## src/rtl/bmt_timing_regs.vh

```
// Timing constants of the bus message timing block
`ifndef BMT_TIMING_REGS_VH
`define BMT_TIMING_REGS_VH

// Reference clock cycles per half microsecond in each clock mode
`define BMT_HALF_US_CYC_16M 8'h08
`define BMT_HALF_US_CYC_12M 8'h06

// Intervals in half microseconds
`define BMT_START_HALF 9'h005
`define BMT_GAP_HALF 9'h015
`define BMT_RT_RESP_HALF 9'h00d
`define BMT_TO_18P5_HALF 9'h025
`define BMT_TO_22P5_HALF 9'h02d
`define BMT_TO_50P5_HALF 9'h065
`define BMT_TO_128_HALF 9'h100

// Timeout select codes
`define BMT_TO_SEL_18P5 2'h0
`define BMT_TO_SEL_22P5 2'h1
`define BMT_TO_SEL_50P5 2'h2
`define BMT_TO_SEL_128 2'h3

`endif
```

## src/rtl/bmt_tick.v

```verilog
// Half and whole microsecond tick generator for both clock modes
`timescale 1ns/1ns
`default_nettype none
`include "bmt_timing_regs.vh"

module bmt_tick #(
    parameter [7:0] HALF_CYC_16M = `BMT_HALF_US_CYC_16M,
    parameter [7:0] HALF_CYC_12M = `BMT_HALF_US_CYC_12M
) (
    input wire i_ref_clk,
    input wire i_arst_n,
    input wire i_clk_12m_sel,
    output reg o_half_tick,
    output reg o_us_tick
);

    reg [7:0] div_q;
    reg sel_q;
    reg phase_q;
    wire [7:0] limit;

    assign limit = i_clk_12m_sel ? HALF_CYC_12M : HALF_CYC_16M;

    // Divider restarts on a mode change so no short tick escapes
    always @(posedge i_ref_clk or negedge i_arst_n) begin
        if (!i_arst_n) begin
            div_q <= 8'h00;
            sel_q <= 1'b0;
            phase_q <= 1'b0;
            o_half_tick <= 1'b0;
            o_us_tick <= 1'b0;
        end else begin
            sel_q <= i_clk_12m_sel;
            o_half_tick <= 1'b0;
            o_us_tick <= 1'b0;
            if (sel_q != i_clk_12m_sel) begin
                div_q <= 8'h00;
                phase_q <= 1'b0;
            end else if (div_q == limit - 8'h01) begin
                div_q <= 8'h00;
                phase_q <= ~phase_q;
                o_half_tick <= 1'b1;
                o_us_tick <= phase_q;
            end else begin
                div_q <= div_q + 8'h01;
            end
        end
    end

endmodule // bmt_tick
`default_nettype wire

```

## src/rtl/bmt_timing.v

```verilog
// Message timing of a dual-redundant serial bus terminal
//
// Three independent timers share one half-microsecond time base:
//   - controller start latency, message and intermessage gap sequencing
//   - no-response timeout, armed at a command's mid-parity crossing
//   - terminal status response delay after a command's mid-parity crossing
//
// Interface notes
//   i_clk_12m_sel   high selects the 12 MHz clock mode, low the 16 MHz mode
//   i_bc_start      host start write done; taken only while the controller is idle
//   i_bc_more       another message is queued; sampled when the gap expires
//   i_msg_end       controller message has left the bus; opens the gap
//   i_gap_us        programmed start-to-start time in microseconds, 0 for default
//   i_timeout_sel   no-response timeout code
//   i_resp_arm      mid-parity of a command; restarts the timeout
//   i_sync_seen     mid-sync of the answering status word; stops the timeout
//   i_rt_cmd        mid-parity of a command this terminal answers
//   o_bc_tx_go      one-cycle pulse, start transmitting a message
//   o_bc_busy       high from start acceptance until the last gap ends
//   o_no_resp       one-cycle pulse, no answer within the selected timeout
//   o_rt_status_go  one-cycle pulse, start the status word
//
// Limitations
//   Every interval uses its typical figure; the half-tick grid adds up to
//   half a microsecond of jitter, which the wide windows of the bus absorb.
//   A start request while busy is dropped with no indication to the host.
//   The clock mode select is a plain level; a change restarts the divider,
//   so one interval running across the change may stretch by a half tick.
//   The 128 us timeout option counts 256 half microseconds.
//   A sync seen in the same cycle as expiry wins, so no false timeout shows.
//
// Reset clears every timer and the divider count; the divider setting follows the clock mode select.
`timescale 1ns/1ns
`default_nettype none
`include "bmt_timing_regs.vh"

module bmt_timing #(
    parameter GAP_W = 16
) (
    input wire i_ref_clk,
    input wire i_arst_n,
    input wire i_clk_12m_sel,
    input wire i_bc_start,
    input wire i_bc_more,
    input wire i_msg_end,
    input wire [GAP_W-1:0] i_gap_us,
    input wire [1:0] i_timeout_sel,
    input wire i_resp_arm,
    input wire i_sync_seen,
    input wire i_rt_cmd,
    output reg o_bc_tx_go,
    output wire o_bc_busy,
    output reg o_no_resp,
    output reg o_rt_status_go
);

    // Controller states
    localparam ST_IDLE = 2'h0;
    localparam ST_START = 2'h1;
    localparam ST_MSG = 2'h2;
    localparam ST_GAP = 2'h3;

    // Time base
    wire half_tick;
    wire us_tick;
    // Controller sequencing state
    reg [1:0] st_q;
    reg [8:0] bc_cnt_q;
    reg [GAP_W-1:0] s2s_q;
    // Timeout and status response timers
    reg [8:0] to_cnt_q;
    reg to_run_q;
    reg [8:0] rt_cnt_q;
    reg rt_run_q;
    wire gap_done;

    // Timeout code to half-microsecond count
    function [8:0] to_limit;
        input [1:0] sel;
        begin
            case (sel)
                `BMT_TO_SEL_18P5: to_limit = `BMT_TO_18P5_HALF;
                `BMT_TO_SEL_22P5: to_limit = `BMT_TO_22P5_HALF;
                `BMT_TO_SEL_50P5: to_limit = `BMT_TO_50P5_HALF;
                default: to_limit = `BMT_TO_128_HALF;
            endcase
        end
    endfunction

    // One half-tick step of an interval counter, held when no tick
    function [8:0] half_step;
        input [8:0] cnt;
        input tick;
        begin
            if (tick)
                half_step = cnt + 9'h001;
            else
                half_step = cnt;
        end
    endfunction

    // Tick source follows the clock mode select, whatever its level at reset
    bmt_tick u_tick (
        .i_ref_clk(i_ref_clk),
        .i_arst_n(i_arst_n),
        .i_clk_12m_sel(i_clk_12m_sel),
        .o_half_tick(half_tick),
        .o_us_tick(us_tick)
    );

    // Busy covers start latency, message and gap
    assign o_bc_busy = (st_q != ST_IDLE);

    // Minimum gap and programmed start-to-start time both must pass
    assign gap_done = (bc_cnt_q >= `BMT_GAP_HALF) && (s2s_q >= i_gap_us);

    // Controller sequencing: start latency, message, gap
    always @(posedge i_ref_clk or negedge i_arst_n) begin
        if (!i_arst_n) begin
            st_q <= ST_IDLE;
            bc_cnt_q <= 9'h000;
            s2s_q <= {GAP_W{1'b0}};
            o_bc_tx_go <= 1'b0;
        end else begin
            o_bc_tx_go <= 1'b0;
            // Saturating start-to-start count, so a long gap cannot wrap
            if (us_tick && (s2s_q != {GAP_W{1'b1}}))
                s2s_q <= s2s_q + {{(GAP_W-1){1'b0}}, 1'b1};
            case (st_q)
                ST_IDLE: begin
                    bc_cnt_q <= 9'h000;
                    if (i_bc_start)
                        st_q <= ST_START;
                end
                ST_START: begin
                    bc_cnt_q <= half_step(bc_cnt_q, half_tick);
                    if (bc_cnt_q == `BMT_START_HALF) begin
                        o_bc_tx_go <= 1'b1;
                        s2s_q <= {GAP_W{1'b0}};
                        st_q <= ST_MSG;
                    end
                end
                ST_MSG: begin
                    bc_cnt_q <= 9'h000;
                    if (i_msg_end)
                        st_q <= ST_GAP;
                end
                ST_GAP: begin
                    if (half_tick && (bc_cnt_q != 9'h1ff))
                        bc_cnt_q <= bc_cnt_q + 9'h001;
                    if (gap_done) begin
                        bc_cnt_q <= 9'h000;
                        if (i_bc_more) begin
                            o_bc_tx_go <= 1'b1;
                            s2s_q <= {GAP_W{1'b0}};
                            st_q <= ST_MSG;
                        end else begin
                            st_q <= ST_IDLE;
                        end
                    end
                end
                default: st_q <= ST_IDLE;
            endcase
        end
    end

    // No-response timer; a sync in the same cycle as expiry wins
    always @(posedge i_ref_clk or negedge i_arst_n) begin
        if (!i_arst_n) begin
            to_cnt_q <= 9'h000;
            to_run_q <= 1'b0;
            o_no_resp <= 1'b0;
        end else begin
            o_no_resp <= 1'b0;
            if (i_resp_arm) begin
                to_cnt_q <= 9'h000;
                to_run_q <= 1'b1;
            end else if (to_run_q) begin
                if (i_sync_seen) begin
                    to_run_q <= 1'b0;
                end else if (to_cnt_q == to_limit(i_timeout_sel)) begin
                    to_run_q <= 1'b0;
                    o_no_resp <= 1'b1;
                end else begin
                    to_cnt_q <= half_step(to_cnt_q, half_tick);
                end
            end
        end
    end

    // Terminal status response delay from command mid-parity
    always @(posedge i_ref_clk or negedge i_arst_n) begin
        if (!i_arst_n) begin
            rt_cnt_q <= 9'h000;
            rt_run_q <= 1'b0;
            o_rt_status_go <= 1'b0;
        end else begin
            o_rt_status_go <= 1'b0;
            if (i_rt_cmd) begin
                rt_cnt_q <= 9'h000;
                rt_run_q <= 1'b1;
            end else if (rt_run_q) begin
                if (rt_cnt_q == `BMT_RT_RESP_HALF) begin
                    rt_run_q <= 1'b0;
                    o_rt_status_go <= 1'b1;
                end else begin
                    rt_cnt_q <= half_step(rt_cnt_q, half_tick);
                end
            end
        end
    end

endmodule // bmt_timing
`default_nettype wire

```

## config.mk

```make
export PLATFORM = sky130hd
export DESIGN_NAME = bmt_timing
export DESIGN_NICKNAME = d
export VERILOG_FILES = /design/src/rtl/bmt_tick.v /design/src/rtl/bmt_timing.v
export VERILOG_INCLUDE_DIRS = /design/src /design/src/rtl
export SDC_FILE = /design/constraint.sdc
export NUM_CORES = 1
export LEC_CHECK = 0
export ABC_CLOCK_PERIOD_IN_PS = 4000
export BUFFER_PORTS_ARGS = -buffer_cell sky130_fd_sc_hd__buf_2
export CAP_MARGIN = 20
export CORE_ASPECT_RATIO = 0.8
export CORE_UTILIZATION = 65
export CTS_CLUSTER_SIZE = 12
export DETAILED_ROUTE_END_ITERATION = 7
export HOLD_SLACK_MARGIN = 0.1
export PLACE_DENSITY = 0.86
export SLEW_MARGIN = 40
export SYNTH_ARGS = -nofsm -noshare
export SYNTH_HDL_FRONTEND = slang
export SYNTH_SLANG_ARGS = --single-unit
```

## constraint.sdc

```tcl
create_clock -name i_ref_clk -period 4 [get_ports i_ref_clk]
set_input_delay 0.2 -clock i_ref_clk [delete_from_list [all_inputs] [get_ports i_ref_clk]]
set_output_delay 0.2 -clock i_ref_clk [all_outputs]
set_load 0.02 [all_outputs]
```

* Word-level counts from Yosys, hierarchy flattened
Cells that the tools add are included.
Word-level totals: bits of input ports 27, bits in registers 62, word-level logic and storage cells 116, output and inout bits 4
Cells by class: $add $sub $neg 6, bitwise gates (word level) 1, $lt $le $gt $ge 2, multiplexer cells 55, equal/unequal tests 21, reductions and logical operators 16
Operators by type and width (count):
- $mux 9 | 15
- $mux 16 | 4
- $pmux 9 s3 | 2
- $pmux 16 s2 | 1
- $add 9x1->9 const B | 3
- $mux 1 | 23
- $add 16x1->16 const B | 1
- $ge 16x16->1 | 1
- $mux 8 | 2
- $ne 16x16->1 const B | 1
- $ne 2x2->1 const B | 7
- $reduce_bool 2->1 | 6
- $mux 2 | 5
- $eq 9x3->1 const B | 1
- $eq 9x4->1 const B | 1
- $eq 9x9->1 | 1
- $ge 9x5->1 const B | 1
- $ne 9x9->1 const B | 1
- $add 8x1->8 const B | 1
- $eq 8x8->1 | 1
- $pmux 2 s4 | 1
- $reduce_and 4->1 | 2
- $sub 8x1->8 const B | 1
- $eq 2x2->1 const B | 3
- other kinds (12) | 16

* Depth between registers and ports, before layout
depth in word-level cells 10, mapped depth 8, depth with buffers taken out 8

* Modules after synthesis
A second synthesis with hierarchy kept.
Second synthesis, totals: cells, all modules 393, area, all modules 3787.4 µm²
Modules (own cells, without submodules):
- bmt_timing | instances 1, sequential area each 1251.2 µm², area each 3233.1 µm², cells each 339
- bmt_tick | instances 1, sequential area each 300.3 µm², area each 554.3 µm², cells each 54

* Worst setup path after synthesis
No wires, ideal clock.
path type reg2reg, start point reg s2s_q[13], end point reg s2s_q[0], data required time 3.858 ns, path buffers 1, library setup time 0.142 ns, arrival time 2.024 ns, path slack 1.835 ns, clock period less this slack 2.165 ns, stages on the path, launching flop included 8, cells stage by stage dfrtp_1 ha_1 nand4_2 nor3_2 or4b_4 a31oi_4 buf_6 a211oi_1
Between the ends: longest elaborated chain between the ends 6, elaborated cells between the ends (all ways) 9, classes of those cells order compare (1); eq/ne (1); mux (5); reduce/logical (2)
Ends and longest elaborated chain:
- start, declared | RTL line bmt_timing.v:69 | reg [GAP_W-1:0] s2s_q;
- start signal, assigned | RTL line bmt_timing.v:122 | s2s_q <= {GAP_W{1'b0}};
- start signal, assigned | RTL line bmt_timing.v:128 | s2s_q <= s2s_q + {{(GAP_W-1){1'b0}}, 1'b1};
- start signal, assigned | RTL line bmt_timing.v:139 | s2s_q <= {GAP_W{1'b0}};
- parallel branches: the longest is 5 deep, another holds $ge 16x16->1
- $pmux 16 s2 * | RTL line bmt_timing.v:129 | case (st_q)
Mark *: on every way between the ends. A chain may end at the register's enable or synchronous reset.

* Final worst setup path
start point reg s2s_q[15], end point reg s2s_q[6]
Same word-level chain as after synthesis.

==> impl_metrics.yaml <==
worst_setup_path:
  cpPeakStageDelay_ps: 550
  path_cells: "ha_1 -> nand4_2 -> nor3_2 -> or4b_4 -> a31oi_4 -> a211oi_1"
  cpMaxStageDelayCell: "a31oi_4"
  worstPathRequired_ps: 4170
  worst_ep_arrival_time_ps: 2760
  cp-start-kind: "flip-flop"
  crit_type: "reg -> reg"
  critPathBufInv: 0
  end_kind: "flip-flop"
  cp_max_fo: 19
  cp_top_family: "simple AND/OR/NAND/NOR gates"
final_layout:
  drive_gt1_share_pct: 14.7
  syn_to_final_growth_pct: 13.1
  final_core_util_pct: 76.1
  layout_common_cells: "dfrtp_1, nor2_1, buf_2"
  num-nets-final: 467
  final_common_cell: "dfrtp_1"
  fillers: 380
  diodes: 0
routing:
  drtIter0Drc: 253
  routed_wl_mm: 7.62
  wire_per_inst_um: 15.3
  drc: 0
  dr.pass1.iters: 5
  drtAntennaViolNets: 0
  vias: 3016
  viasPerCell: 6.04
clock_network:
  cts-resized-gates: 0
  ctsHtreeMaxLevel: 3
  cts_buffer_depth: 2
  clk_pin_slew_ps: 70
  clockRootBuffer: "clkbuf_8"
  insertion_delay_ps: 330
  tritoncts: "done"
  postCtsSetupRepairBufs: 0
  cts_buffers: 9
  clkSinkCount: 62
  ctsHoldBuffers: 2
synth:
  synth_top_area_share_pct: 42.4
  netlist_area_sq_um: 3660
  syn_nets: 431
  synthXorXnorAreaFrac_pct: 10.1
  synth_top_family_by_area: "simple AND/OR/NAND/NOR gates"
  synth_edf_count: 0
  ys_seq_elements: 62
  synth_area_leader_cell: "dfrtp_1"
  ys_types: 50
  synth-simple-area-share_pct: 22.9
  synth_area_per_cell_sq_um: 9.62
  synthAdderAreaFrac_pct: 8.21
  ys_seq_area_share_pct: 42.4
  synth-async-reset-ratio_pct: 100
  synth_cells: 380
  synth_flop_cell: "dfrtp_1"
  ys_warn_count: 0
  synth_area_leaders: "dfrtp_1, ha_1, xnor2_1, xor2_1, nor2_1"
  synth_mux_area_share_pct: 2.09
  synth_compound_area_share_pct: 10.7
floorplanning:
  start_util_pct: 67.3
  die-area_sq_um: 5930
  ioPinCount: 31
  die_h_um: 69.1
  rows: 24
  die_w_um: 85.9
  core_area_sq_um: 5440
timing:
  setup-tns-final_ps: 0
  report.final.slew_viol_count: 0
  timing.final.ws_setup_ps: 1410
  finalCriticalPeriod_ps: 2590
  fin_worst_skew_ps: 7.16
  tightest_slew_ps: 758
  fin_crit_sh_pct: 64.7
  whs_ps: 179
  fmax_mhz: 386
  max_slew_margin_pct: 49.2
  report.final.hold_viol_count: 0
  rsz0062_at_grt: "false"
  finalSetupViolCount: 0
min_path:
  hp-class: "in -> reg"
power:
  max-vdd-ir-drop_mv: 0.278
  p_seq_share_pct: 45.2
  netSwitchingFraction_pct: 27.2
  pwr-share-comb_pct: 15.4
  p_sw_mw: 0.440
  power.internal_mw: 1.18
  clkPwrFrac_pct: 39.4
  power_density_nw_per_um2: 391
  p_leak_nw: 1.92
global_routing:
  grt_pass1_vias: 2862
  antenna_found_initial: 0
  grt_pass1_wl_mm: 13.4
  grt_max_degree: 63
  grt_overflow: 0
  track_usage_pct: 28.7
placement:
  dp_hpwl_mm: 5.17
  io_buffer_count: 30
  globalplace.congestion: 0.861
  preCtsSetupSlack_ps: 1490
outcome:
  status: "finished, final reports clean"
job:
  cap_violations: 0
[per-stage QoR]
step	cells	cell area (sq um)	power, mW
3_3_place_gp	481	3870	0.966
6_report	499	4130	1.62
5_1_grt	499	4130	1.70
3_5_place_dp	481	3880	0.981
4_1_cts	499	4130	1.62
2_1_floorplan	380	3660	0.900
[cell families (layout without fill, tap and decap cells)]
family | Yosys count | in the layout
DFF | 62 | 62
and+or+nand+nor | 159 | 159
AOI/OAI and AO/OA | 53 | 53
xor gates and xnor gates | 42 | 42
muxes | 7 | 7
adders and majority gates | 24 | 24
buffers and inverters | 33 | 74
[synth_stat cells, types with 2 or more instances]
master    instances
and2_1            2
nand4_1          10
xnor2_1          22
nor2b_1           4
nor4bb_1          2
a21o_1            2
dfrtp_1          62
nor3_1           14
o21a_1            2
nor2_1           44
clkbuf_1          7
a211oi_1         15
nor3b_1           4
ha_1             24
inv_1            25
nand2_1          25
nor4_1            5
and4_1            5
mux2_2            5
a21oi_1          11
o21ai_0           9
nand2b_1          2
xor2_1           20
or3_1             3
and3_1           11
a31oi_1           2
nand3_1          18
mux2i_1           2
or2_2             2
[layer usage]
metal / share of wire (%) / wire length (um) / vias up / global-route usage [%]
li1: - / - / 1428 / -
met1: 46 / 3540 / 1431 / 41.4
met2: 45 / 3450 / 132 / 42.9
met3: 6.0 / 458 / 25 / 6.47
met4: 2.3 / 173 / 0 / 10.6
met5: 0 / 0 / - / 0
[worst paths after layout]
| check | from | endpoint | slack (ps) | depth (start not counted) |
|---|---|---|---|---|
| setup / recovery | s2s_q[15] | s2s_q[6] | 1410 | 6 |
| hold / removal | i_rt_cmd | rt_cnt_q[4] | 180 | 2 |
| setup reg to reg | s2s_q[15] | s2s_q[6] | 1410 | 6 |
| hold reg to reg | u_tick.div_q[0] | u_tick.div_q[0] | 510 | 1 |
| max in group asynchronous | i_arst_n | st_q[0] | 3130 | 3 |
| min in group asynchronous | i_arst_n | s2s_q[14] | 470 | 3 |
[cell type report]
cell class              instances  area [sq um]  share of cell area [%]
clock buffers                  13           169                    4.09
clock inverters                 3          65.1                    1.57
inverters                      25          93.8                    2.27
multi-input cells             285          1980                    47.8
flip-flops and latches         62          1550                    37.5
well taps                      78          97.6                    2.36
repair buffers                 33           181                    4.39
[sequential cells by signal, summed over array words and instances (netlist names), 2 cells and up]
| register | count |
|---|---|
| to_cnt_q | 9 |
| u_tick.div_q | 8 |
| rt_cnt_q | 9 |
| bc_cnt_q | 9 |
| st_q | 2 |
| s2s_q | 16 |
[worst reg2reg max path, stage by stage, from the launching register on]
cell and delay [ps]:
dfrtp_1 420, ha_1 350, nand4_2 140, nor3_2 270, or4b_4 530, a31oi_4 550, a211oi_1 180
[power by group through the flow]
stage | combinational (mW) | clock (mW) | sequential, mW
floorplan | 0.183 | 0 | 0.717
global placement | 0.232 | 0 | 0.735
detailed placement | 0.241 | 0 | 0.740
CTS | 0.249 | 0.645 | 0.729
global route | 0.286 | 0.673 | 0.737
finish | 0.249 | 0.636 | 0.731
(Power assumes the default switching activity.)
